--- src/pkg/osc_ctrl_pkg.sv ---
// constants and register layout of the oscillator control and warm-up timer
//
// Function
// - the fast warm-up counter is 16 bits wide and the slow one is 18 bits wide.
// - the lowest four counter bits take no part in the compare.
// - fast warm-up compares the 12-bit count, slow warm-up a 14-bit value of count and extension.
// - bits 31 to 20 hold the 12-bit count, read/write, which is the whole fast compare value.
// - for slow warm-up the same 12-bit field forms the upper 12 bits of the compare value.
// - bits 15 to 14 hold a 2-bit read/write extension, the lowest bits of the slow compare value.
// - bit 9 stops (0) or runs (1) the slow oscillator and resets to 1.
// - bit 8 stops (0) or runs (1) the fast oscillator and resets to 1.
// - bit 3 picks the warm-up timer clock, 0 fast and 1 slow, and the timer counts on it.
// - bit 2 stops (0) or runs (1) the PLL and resets to 0.
// - read-only bit 1 reads 1 while a warm-up runs and 0 once it is done.
// - writing 1 to bit 0 starts a warm-up, writing 0 does nothing, and it reads as 0.
package osc_ctrl_pkg;
  localparam int unsigned FAST_CNT_W = 16;
  localparam int unsigned SLOW_CNT_W = 18;
  localparam int unsigned CNT_MASK_W = 4;
  localparam int unsigned CMP_HI_W = 12;
  localparam int unsigned CMP_LO_W = 2;
  localparam int unsigned CMP_SLOW_W = CMP_HI_W + CMP_LO_W;
  localparam int unsigned ADDR_W = 4;
  localparam logic [3:0] OSC_CTRL_OFFSET = 4'h4;
  // field positions
  localparam int unsigned COUNT_MSB = 31;
  localparam int unsigned COUNT_LSB = 20;
  localparam int unsigned EXT_MSB = 15;
  localparam int unsigned EXT_LSB = 14;
  localparam int unsigned RSV_MSB = 13;
  localparam int unsigned RSV_LSB = 12;
  localparam int unsigned SLOW_EN_BIT = 9;
  localparam int unsigned FAST_EN_BIT = 8;
  localparam int unsigned PAT_MSB = 7;
  localparam int unsigned PAT_LSB = 4;
  localparam int unsigned SRC_SEL_BIT = 3;
  localparam int unsigned PLL_RUN_BIT = 2;
  localparam int unsigned BUSY_BIT = 1;
  localparam int unsigned START_BIT = 0;
  // reset values
  localparam logic [11:0] COUNT_RST = 12'h800;
  localparam logic [1:0] EXT_RST = 2'h0;
  localparam logic [1:0] RSV_RST = 2'h0;
  localparam logic [3:0] PAT_RST = 4'h3;
  localparam logic SLOW_EN_RST = 1'b1;
  localparam logic FAST_EN_RST = 1'b1;
  localparam logic SRC_SEL_RST = 1'b0;
  localparam logic PLL_RUN_RST = 1'b0;
  localparam logic [31:0] READ_ZERO = 32'h0000_0000;
  typedef enum logic [1:0] {
    WU_IDLE = 2'b01,
    WU_RUN = 2'b10
  } warmup_state_t;
endpackage

--- src/pkg/osc_sel_if.sv ---
// interface carrying the selected oscillator edge pulse into the control block
interface osc_sel_if;
  logic srcSel;
  logic tick;
  modport sel (input srcSel, output tick);
  modport ctl (output srcSel, input tick);
endinterface

--- src/verilog/osc_edge_sync.sv ---
// synchronises both oscillator clocks and gives one tick per rising edge of the selected one
module osc_edge_sync
(
  input wire logic core_clk,
  input wire logic nrst,
  input wire logic fastOscClk,
  input wire logic slowOscClk,
  osc_sel_if.sel sel
);
  logic [1:0] fastMeta_q;
  logic [1:0] slowMeta_q;
  logic fastLast_q;
  logic slowLast_q;
  logic tick_q;

  ////////////////////////////////////////////////////////////////////
  // two-stage synchronisers; only stage two is looked at
  always_ff @(posedge core_clk or negedge nrst)
  begin
    if (!nrst)
    begin
      fastMeta_q <= 2'h0;
      slowMeta_q <= 2'h0;
    end
    else
    begin
      fastMeta_q <= {fastMeta_q[0], fastOscClk};
      slowMeta_q <= {slowMeta_q[0], slowOscClk};
    end
  end

  // rising edge of the chosen clock; the core clock must be over twice the oscillator rate
  always_ff @(posedge core_clk or negedge nrst)
  begin
    if (!nrst)
    begin
      fastLast_q <= 1'b0;
      slowLast_q <= 1'b0;
      tick_q <= 1'b0;
    end
    else
    begin
      fastLast_q <= fastMeta_q[1];
      slowLast_q <= slowMeta_q[1];
      tick_q <= sel.srcSel ? (slowMeta_q[1] & ~slowLast_q)
                           : (fastMeta_q[1] & ~fastLast_q);
    end
  end

  assign sel.tick = tick_q;
endmodule // osc_edge_sync

--- src/verilog/osc_warmup_ctrl.sv ---
// oscillator control register and warm-up timer
//
// Design decisions made here: the placing of the registers and the strobed register port.
module osc_warmup_ctrl
(
  input wire logic core_clk,
  input wire logic nrst,
  input wire logic [3:0] regAddr,
  input wire logic [31:0] regWdata,
  input wire logic regWr,
  input wire logic regRd,
  output logic [31:0] regRdata,
  input wire logic fastOscClk,
  input wire logic slowOscClk,
  output logic fastOscEn,
  output logic slowOscEn,
  output logic pllRun,
  output logic warmupBusy
);
  osc_sel_if selIf ();

  logic [11:0] count_q;
  logic [1:0] ext_q;
  logic [1:0] rsv_q;
  logic [3:0] pat_q;
  logic slowEn_q;
  logic fastEn_q;
  logic srcSel_q;
  logic pllRun_q;
  logic busy_q;
  logic [31:0] rdata_q;
  logic [osc_ctrl_pkg::SLOW_CNT_W-1:0] cnt_q;
  osc_ctrl_pkg::warmup_state_t state_q;
  logic ctrlWr;
  logic startReq;
  logic hitFast;
  logic hitSlow;
  logic done;
  logic [31:0] regImage;

  osc_edge_sync edgeSync
  (
    .core_clk(core_clk),
    .nrst(nrst),
    .fastOscClk(fastOscClk),
    .slowOscClk(slowOscClk),
    .sel(selIf.sel)
  );

  assign selIf.srcSel = srcSel_q;

  ////////////////////////////////////////////////////////////////////
  // decode
  assign ctrlWr = regWr && (regAddr == osc_ctrl_pkg::OSC_CTRL_OFFSET);
  assign startReq = ctrlWr && regWdata[osc_ctrl_pkg::START_BIT];

  // compare only counter bits above the masked low four
  assign hitFast = (cnt_q[osc_ctrl_pkg::FAST_CNT_W-1:osc_ctrl_pkg::CNT_MASK_W]
                    == count_q);
  assign hitSlow = (cnt_q[osc_ctrl_pkg::SLOW_CNT_W-1:osc_ctrl_pkg::CNT_MASK_W]
                    == {count_q, ext_q});
  assign done = (state_q == osc_ctrl_pkg::WU_RUN) && (srcSel_q ? hitSlow : hitFast);

  ////////////////////////////////////////////////////////////////////
  // writable control fields, one process per field
  // count field: whole fast compare value, top of the slow one
  always_ff @(posedge core_clk or negedge nrst)
  begin
    if (!nrst)
    begin
      count_q <= osc_ctrl_pkg::COUNT_RST;
    end
    else if (ctrlWr)
    begin
      count_q <= regWdata[osc_ctrl_pkg::COUNT_MSB:osc_ctrl_pkg::COUNT_LSB];
    end
  end

  // extension: lowest two bits of the slow compare, ignored in fast warm-up
  always_ff @(posedge core_clk or negedge nrst)
  begin
    if (!nrst)
    begin
      ext_q <= osc_ctrl_pkg::EXT_RST;
    end
    else if (ctrlWr)
    begin
      ext_q <= regWdata[osc_ctrl_pkg::EXT_MSB:osc_ctrl_pkg::EXT_LSB];
    end
  end

  // stored as written so software sees its own value; it steers nothing
  always_ff @(posedge core_clk or negedge nrst)
  begin
    if (!nrst)
    begin
      rsv_q <= osc_ctrl_pkg::RSV_RST;
    end
    else if (ctrlWr)
    begin
      rsv_q <= regWdata[osc_ctrl_pkg::RSV_MSB:osc_ctrl_pkg::RSV_LSB];
    end
  end

  // fixed pattern field, kept as written for the same reason
  always_ff @(posedge core_clk or negedge nrst)
  begin
    if (!nrst)
    begin
      pat_q <= osc_ctrl_pkg::PAT_RST;
    end
    else if (ctrlWr)
    begin
      pat_q <= regWdata[osc_ctrl_pkg::PAT_MSB:osc_ctrl_pkg::PAT_LSB];
    end
  end

  // slow oscillator run
  always_ff @(posedge core_clk or negedge nrst)
  begin
    if (!nrst)
    begin
      slowEn_q <= osc_ctrl_pkg::SLOW_EN_RST;
    end
    else if (ctrlWr)
    begin
      slowEn_q <= regWdata[osc_ctrl_pkg::SLOW_EN_BIT];
    end
  end

  // fast oscillator run
  always_ff @(posedge core_clk or negedge nrst)
  begin
    if (!nrst)
    begin
      fastEn_q <= osc_ctrl_pkg::FAST_EN_RST;
    end
    else if (ctrlWr)
    begin
      fastEn_q <= regWdata[osc_ctrl_pkg::FAST_EN_BIT];
    end
  end

  // warm-up source; changing it mid warm-up swaps the compare in flight
  always_ff @(posedge core_clk or negedge nrst)
  begin
    if (!nrst)
    begin
      srcSel_q <= osc_ctrl_pkg::SRC_SEL_RST;
    end
    else if (ctrlWr)
    begin
      srcSel_q <= regWdata[osc_ctrl_pkg::SRC_SEL_BIT];
    end
  end

  // pll run; software owns the settling delay after a multiplier change
  always_ff @(posedge core_clk or negedge nrst)
  begin
    if (!nrst)
    begin
      pllRun_q <= osc_ctrl_pkg::PLL_RUN_RST;
    end
    else if (ctrlWr)
    begin
      pllRun_q <= regWdata[osc_ctrl_pkg::PLL_RUN_BIT];
    end
  end

  ////////////////////////////////////////////////////////////////////
  // warm-up state; a start in the finishing cycle restarts, so it is not lost
  always_ff @(posedge core_clk or negedge nrst)
  begin
    if (!nrst)
    begin
      state_q <= osc_ctrl_pkg::WU_IDLE;
    end
    else
    begin
      unique case (state_q)
        osc_ctrl_pkg::WU_IDLE:
        begin
          if (startReq)
          begin
            state_q <= osc_ctrl_pkg::WU_RUN;
          end
        end
        osc_ctrl_pkg::WU_RUN:
        begin
          if (done && !startReq)
          begin
            state_q <= osc_ctrl_pkg::WU_IDLE;
          end
        end
        default:
        begin
          state_q <= osc_ctrl_pkg::WU_IDLE;
        end
      endcase
    end
  end

  // busy kept in its own flop so the pin never hangs on a state decode
  always_ff @(posedge core_clk or negedge nrst)
  begin
    if (!nrst)
    begin
      busy_q <= 1'b0;
    end
    else if (startReq)
    begin
      busy_q <= 1'b1;
    end
    else if (done)
    begin
      busy_q <= 1'b0;
    end
  end

  // counter clears on start and advances on each selected oscillator edge while a warm-up runs
  always_ff @(posedge core_clk or negedge nrst)
  begin
    if (!nrst)
    begin
      cnt_q <= '0;
    end
    else if (startReq)
    begin
      cnt_q <= '0;
    end
    else if ((state_q == osc_ctrl_pkg::WU_RUN) && !done && selIf.tick)
    begin
      cnt_q <= cnt_q + 1'b1;
    end
  end

  ////////////////////////////////////////////////////////////////////
  // read data, valid only in the cycle after the read strobe
  always_comb
  begin
    regImage = osc_ctrl_pkg::READ_ZERO;
    regImage[osc_ctrl_pkg::COUNT_MSB:osc_ctrl_pkg::COUNT_LSB] = count_q;
    regImage[osc_ctrl_pkg::EXT_MSB:osc_ctrl_pkg::EXT_LSB] = ext_q;
    regImage[osc_ctrl_pkg::RSV_MSB:osc_ctrl_pkg::RSV_LSB] = rsv_q;
    regImage[osc_ctrl_pkg::PAT_MSB:osc_ctrl_pkg::PAT_LSB] = pat_q;
    regImage[osc_ctrl_pkg::SLOW_EN_BIT] = slowEn_q;
    regImage[osc_ctrl_pkg::FAST_EN_BIT] = fastEn_q;
    regImage[osc_ctrl_pkg::SRC_SEL_BIT] = srcSel_q;
    regImage[osc_ctrl_pkg::PLL_RUN_BIT] = pllRun_q;
    regImage[osc_ctrl_pkg::BUSY_BIT] = (state_q == osc_ctrl_pkg::WU_RUN);
    regImage[osc_ctrl_pkg::START_BIT] = 1'b0;
  end

  always_ff @(posedge core_clk or negedge nrst)
  begin
    if (!nrst)
    begin
      rdata_q <= osc_ctrl_pkg::READ_ZERO;
    end
    else if (regRd && (regAddr == osc_ctrl_pkg::OSC_CTRL_OFFSET))
    begin
      rdata_q <= regImage;
    end
    else
    begin
      rdata_q <= osc_ctrl_pkg::READ_ZERO; // unmapped and idle read as zero
    end
  end

  assign regRdata = rdata_q;
  assign fastOscEn = fastEn_q;
  assign slowOscEn = slowEn_q;
  assign pllRun = pllRun_q;
  assign warmupBusy = busy_q;

  ////////////////////////////////////////////////////////////////////
  // checks
  // warm-up sequencing
  AST_START_BUSY: assert property (@(posedge core_clk) disable iff (!nrst)
    startReq |=> warmupBusy) else $error("start did not set busy");
  AST_DONE_CLEARS: assert property (@(posedge core_clk) disable iff (!nrst)
    (done && !startReq) |=> !warmupBusy) else $error("busy not cleared on match");
  AST_NO_EARLY_END: assert property (@(posedge core_clk) disable iff (!nrst)
    (warmupBusy && !done) |=> warmupBusy) else $error("warm-up ended early");
  AST_BUSY_FLOP: assert property (@(posedge core_clk) disable iff (!nrst)
    warmupBusy == (state_q == osc_ctrl_pkg::WU_RUN)) else $error("busy and state differ");
  // read side
  AST_START_READ_ZERO: assert property (@(posedge core_clk) disable iff (!nrst)
    regRd |=> !regRdata[osc_ctrl_pkg::START_BIT]) else $error("start bit read 1");
  AST_BUSY_READ: assert property (@(posedge core_clk) disable iff (!nrst)
    (regRd && regAddr == osc_ctrl_pkg::OSC_CTRL_OFFSET)
    |=> regRdata[osc_ctrl_pkg::BUSY_BIT] == $past(warmupBusy)) else $error("busy read wrong");
  AST_COUNT_READ: assert property (@(posedge core_clk) disable iff (!nrst)
    (regRd && regAddr == osc_ctrl_pkg::OSC_CTRL_OFFSET)
    |=> regRdata[osc_ctrl_pkg::COUNT_MSB:osc_ctrl_pkg::COUNT_LSB] == $past(count_q))
    else $error("count field read wrong");
  AST_EXT_READ: assert property (@(posedge core_clk) disable iff (!nrst)
    (regRd && regAddr == osc_ctrl_pkg::OSC_CTRL_OFFSET)
    |=> regRdata[osc_ctrl_pkg::EXT_MSB:osc_ctrl_pkg::EXT_LSB] == $past(ext_q))
    else $error("extension read wrong");
  AST_IDLE_READ_ZERO: assert property (@(posedge core_clk) disable iff (!nrst)
    !(regRd && regAddr == osc_ctrl_pkg::OSC_CTRL_OFFSET)
    |=> regRdata == osc_ctrl_pkg::READ_ZERO) else $error("idle read data not zero");
  AST_RSV_ZERO: assert property (@(posedge core_clk) disable iff (!nrst)
    regRdata[osc_ctrl_pkg::COUNT_LSB-1:osc_ctrl_pkg::EXT_MSB+1] == 4'h0
    && regRdata[osc_ctrl_pkg::RSV_LSB-1:osc_ctrl_pkg::SLOW_EN_BIT+1] == 2'h0)
    else $error("reserved bits not 0");
  // control fields
  AST_FAST_EN_WR: assert property (@(posedge core_clk) disable iff (!nrst)
    ctrlWr |=> fastOscEn == $past(regWdata[osc_ctrl_pkg::FAST_EN_BIT]))
    else $error("fast enable not written");
  AST_FAST_EN_HOLD: assert property (@(posedge core_clk) disable iff (!nrst)
    !ctrlWr |=> fastOscEn == $past(fastOscEn)) else $error("fast enable moved");
  AST_SLOW_EN_WR: assert property (@(posedge core_clk) disable iff (!nrst)
    ctrlWr |=> slowOscEn == $past(regWdata[osc_ctrl_pkg::SLOW_EN_BIT]))
    else $error("slow enable not written");
  AST_SLOW_EN_HOLD: assert property (@(posedge core_clk) disable iff (!nrst)
    !ctrlWr |=> slowOscEn == $past(slowOscEn)) else $error("slow enable moved");
  AST_SRC_SEL_WR: assert property (@(posedge core_clk) disable iff (!nrst)
    ctrlWr |=> srcSel_q == $past(regWdata[osc_ctrl_pkg::SRC_SEL_BIT]))
    else $error("source select not written");
  AST_PLL_WR: assert property (@(posedge core_clk) disable iff (!nrst)
    ctrlWr |=> pllRun == $past(regWdata[osc_ctrl_pkg::PLL_RUN_BIT]))
    else $error("pll run not written");
  AST_PLL_HOLD: assert property (@(posedge core_clk) disable iff (!nrst)
    !ctrlWr |=> pllRun == $past(pllRun)) else $error("pll run changed without write");
  // counter
  AST_CNT_HOLD_IDLE: assert property (@(posedge core_clk) disable iff (!nrst)
    (!warmupBusy && !startReq) |=> cnt_q == $past(cnt_q)) else $error("counter moved idle");
  AST_START_CLR_CNT: assert property (@(posedge core_clk) disable iff (!nrst)
    startReq |=> cnt_q == '0) else $error("start did not clear counter");
  AST_CNT_TICK: assert property (@(posedge core_clk) disable iff (!nrst)
    (warmupBusy && !done && !startReq && selIf.tick) |=> cnt_q == $past(cnt_q) + 1'b1)
    else $error("counter missed a tick");
  AST_CNT_NO_TICK: assert property (@(posedge core_clk) disable iff (!nrst)
    (warmupBusy && !startReq && !selIf.tick) |=> cnt_q == $past(cnt_q))
    else $error("counter moved without tick");
  // the match checks decode the compare themselves instead of trusting the done term
  AST_FAST_MATCH: assert property (@(posedge core_clk) disable iff (!nrst)
    (warmupBusy && !srcSel_q && !startReq
     && cnt_q[osc_ctrl_pkg::FAST_CNT_W-1:osc_ctrl_pkg::CNT_MASK_W] == count_q)
    |=> !warmupBusy) else $error("fast match did not end warm-up");
  AST_SLOW_MATCH: assert property (@(posedge core_clk) disable iff (!nrst)
    (warmupBusy && srcSel_q && !startReq
     && cnt_q[osc_ctrl_pkg::SLOW_CNT_W-1:osc_ctrl_pkg::CNT_MASK_W] == {count_q, ext_q})
    |=> !warmupBusy) else $error("slow match did not end warm-up");
endmodule // osc_warmup_ctrl

--- config.mk ---
export PLATFORM = sky130hd
export DESIGN_NAME = osc_warmup_ctrl
export DESIGN_NICKNAME = d
export VERILOG_FILES = /design/src/pkg/osc_ctrl_pkg.sv /design/src/pkg/osc_sel_if.sv /design/src/verilog/osc_edge_sync.sv /design/src/verilog/osc_warmup_ctrl.sv
export SDC_FILE = /design/constraint.sdc
export NUM_CORES = 1
export LEC_CHECK = 0
export ABC_AREA = 1
export BUFFER_PORTS_ARGS = -buffer_cell sky130_fd_sc_hd__buf_4
export CAP_MARGIN = 20
export CELL_PAD_IN_SITES_DETAIL_PLACEMENT = 0
export CELL_PAD_IN_SITES_GLOBAL_PLACEMENT = 1
export CORE_MARGIN = 3
export CORE_UTILIZATION = 39
export DETAILED_ROUTE_END_ITERATION = 10
export MAX_ROUTING_LAYER = met4
export PLACE_DENSITY = 0.87
export SETUP_SLACK_MARGIN = 0.4
export SYNTH_ARGS = -nofsm -noshare
export SYNTH_HDL_FRONTEND = slang
export SYNTH_SLANG_ARGS = --single-unit
--- constraint.sdc ---
create_clock -name core_clk -period 2.15 [get_ports core_clk]
set_clock_uncertainty 0.1 [all_clocks]
set_input_delay 0.1075 -clock core_clk [delete_from_list [all_inputs] [get_ports core_clk]]
set_output_delay 0.1075 -clock core_clk [all_outputs]
set_load 0.02 [all_outputs]
==> results.sh <==
export IMPL_status="finished clean"
export IMPL_cp_common_cell="nand2_1"
export IMPL_power_density_nw_per_um2=914
export IMPL_critical_path_top_delay_family="simple AND/OR/NAND/NOR gates"
export IMPL_wl_met3_um=488
export IMPL_fin_nets=624
export IMPL_grt_max_degree=49
export IMPL_final_setup_viol_count=0
export IMPL_gp_congestion=0.909
export IMPL_first_iter_violations=166
export IMPL_r2r_start="cnt_q[8]$_DFFE_PN0P_"
export IMPL_vias_per_cell=4.82
export IMPL_pin_count=78
export IMPL_htree_num_levels=3
export IMPL_diodes=0
export IMPL_core_um2=8930
export IMPL_yosysSeqAreaShare=0.526
export IMPL_fill_cells=832
export IMPL_synth_area_top_cells="dfrtp_1, nand2_1, nor2_1"
export IMPL_netlist_area_leader_share=0.483
export IMPL_hp_class="primary input to register"
export IMPL_regArea_um2=1950
export IMPL_clockBufferDepth=2
export IMPL_dp_cells=639
export IMPL_yosys_warnings=0
export IMPL_min_period_over_period=0.844
export IMPL_top_layer_used="met4"
export IMPL_final_cell_mix="nand2_1, nor2_1, buf_4, dfrtp_1, inv_1"
export IMPL_critPathCaptureType="register"
export IMPL_die_area_um2=10600
export IMPL_final_cells=694
export IMPL_whs_path_depth=4
export IMPL_start_util=0.412
export IMPL_ir_drop_mv=0.418
export IMPL_regToRegEndpoint="cnt_q[9]$_DFFE_PN0P_"
export IMPL_cpMaxStageDelayCell="dfrtp_2"
export IMPL_worstSkewPairLatency_ps=360
export IMPL_crit_buf_inv=2
export IMPL_area_delta_synth_final_pct=34.6
export IMPL_routedWlPerCell_um=13.8
export IMPL_ant_nets=0
export IMPL_io_buffers=63
export IMPL_path_class="register to register"
export IMPL_grt_pass1_wl_um=16000
export IMPL_drt_met1_wl_um=4320
export IMPL_yosysTopAreaCell="dfrtp_1"
export IMPL_fmax_mhz=551
export IMPL_setup_tns_ps=0
export IMPL_rsz0062_at_grt="true"
export IMPL_drive_gt1_frac=0.259
export IMPL_start_kind="register"
export IMPL_maxCapViolations=0
export IMPL_grt_overflow_total=0
export IMPL_grt_pass1_vias=3222
export IMPL_maxSlewViolCount=0
export IMPL_maxSlewHeadroom=0.588
export IMPL_drc=0
export IMPL_wirelength_um=9590
export IMPL_cts_buffers=9
export IMPL_synth_seq_cells=77
export IMPL_clkTransAtPathRegs_ps=90
export IMPL_arrival_ps=1960
export IMPL_dieWidth_um=103
export IMPL_p_leak_nw=2.63
export IMPL_worstHoldStart="regRd"
export IMPL_min_period_ps=1810
export IMPL_dr_wl_met2_um=4660
export IMPL_via_count=3343
export IMPL_synth_cells=479
export IMPL_multi_input_area_um2=1570
export IMPL_min_to="regRdata[31]$_DFF_PN0_"
export IMPL_avgSynthCellArea_um2=7.68
export IMPL_first_pass_iters=4
export IMPL_path_cells="inv_2, nand2_1, nand2_1, nor2_1, nand2_1, nor2_1, nand2_2, nand3_4, buf_12, nand2_4, nand2_1, nand2_1"
export IMPL_die_h_um=103
export IMPL_path_max_fanout=6
export IMPL_rows=34
export IMPL_layout_commonest_cell="nand2_1"
export IMPL_required_ps=2300
export IMPL_cts_sinks=77
export IMPL_dp_hpwl_um=6240
export IMPL_ys_types=26
export IMPL_hold_viol_final=0
export IMPL_r2r_cells=12
export IMPL_antenna_found_initial=0
export IMPL_cts_tree="done"
export IMPL_grt_util_all_layers=0.201
export IMPL_post_route_util=0.554
export IMPL_final_area_um2=4950
export IMPL_clockRootBuffer="clkbuf_8"
export IMPL_r2r_slack_ps=340
export IMPL_synth_area_um2=3680
export IMPL_tightest_slew_ps=617
export IMPL_postPlaceCellArea_um2=4240
export IMPL_slowest_delay_ps=450
==> logic make-up (layout without fill, tap and decap cells) <==
kind of cell             Yosys count  in the layout  share of synthesized area
AND/OR/NAND/NOR                  287            290                      0.317
flip-flops                        77             77                      0.526
buffers and inverters             72            170                     0.0857
AO/OA/AOI/OAI                     31             31                     0.0432
XOR/XNOR                          10             10                     0.0238
adder cells (fa/ha/maj)            1              1                    0.00340
other                              1              7                    0.00102
==> registers in the layout (all words and copies together) (netlist names), 2 cells and up <==
| register | cells |
|---|---|
| cnt_q | 18 |
| count_q | 12 |
| edgeSync.fastMeta_q | 2 |
| edgeSync.slowMeta_q | 2 |
| ext_q | 2 |
| pat_q | 4 |
| regRdata | 25 |
| rsv_q | 2 |
| state_q | 2 |
==> layout make-up <==
type | count | share of cell area
flip-flops and latches | 77 | 0.394
multi-input cells | 339 | 0.316
repair buffers | 106 | 0.184
inverters | 48 | 0.0364
well taps | 108 | 0.0273
clock buffers | 9 | 0.0250
clock inverters | 7 | 0.0174
==> tightest hold or removal path: cells and delay by family <==
family	cells	cell delay, ps
AND/OR/NAND/NOR	2	180
buffers and inverters	2	310
==> power by group <==
part	internal (mW)	total, mW	switching, mW
Clock	0.565	1.17	0.610
Sequential	1.73	2.10	0.364
Combinational	0.520	1.25	0.732
Total	2.82	4.52	1.71
==> metrics by stage <==
stage          hold WS, ps  setup slack [ps]  power (mW)
2_1_floorplan         -288               510        2.89
3_3_place_gp          33.8               328        3.21
3_5_place_dp          43.6               308        3.24
4_1_cts                161               388        4.50
5_1_grt                178               238        4.85
6_report               166               336        4.52
==> routing by layer <==
metal | track usage | vias to the layer above
met2 | 0.323 | 94
li1 | - | 1662
met1 | 0.262 | 1575
met3 | 0.0379 | 12
met4 | 0.0568 | 0
met5 | - | -
==> synthesized netlist by cell type <==
master / number
nor2_1: 94
a21oi_1: 25
clkbuf_1: 9
inv_1: 38
xor2_1: 6
nand2_1: 143
buf_2: 6
nand4_1: 2
xnor2_1: 4
nand3_1: 33
dfstp_2: 6
o22ai_1: 1
o21ai_0: 2
buf_6: 1
nor3_1: 10
conb_1: 1
o21ai_1: 2
nand2_4: 1
or2_2: 2
buf_4: 8
ha_1: 1
nand3_4: 1
inv_2: 10
o211ai_1: 1
nor3b_1: 1
dfrtp_1: 71
==> worst max path at each step <==
| stage | from | endpoint | slack [ps] | cells after the start |
|---|---|---|---|---|
| final | cnt_q[8]$_DFFE_PN0P_ | cnt_q[9]$_DFFE_PN0P_ | 340 | 12 |
| after global routing | count_q[11]$_DFFE_PN1N_ | cnt_q[10]$_DFFE_PN0P_ | 240 | 10 |
| after CTS | count_q[11]$_DFFE_PN1N_ | cnt_q[13]$_DFFE_PN0P_ | 390 | 12 |
| after detailed placement | cnt_q[0]$_DFFE_PN0P_ | cnt_q[10]$_DFFE_PN0P_ | 310 | 10 |
| after global placement | cnt_q[5]$_DFFE_PN0P_ | cnt_q[5]$_DFFE_PN0P_ | 330 | 11 |
| after floorplan | count_q[11]$_DFFE_PN1N_ | cnt_q[8]$_DFFE_PN0P_ | 510 | 12 |
==> what timing repair did <==
item                       4_1_cts  5_1_grt
setup endpoints to repair       18       19
pin swaps                        7        4
setup buffers                    4        4
hold buffers                    27        0
gates cloned                     3        1
resized for setup               18       23
hold endpoints to repair        63        0
No activity file was read; power rests on OpenSTA's default activity.
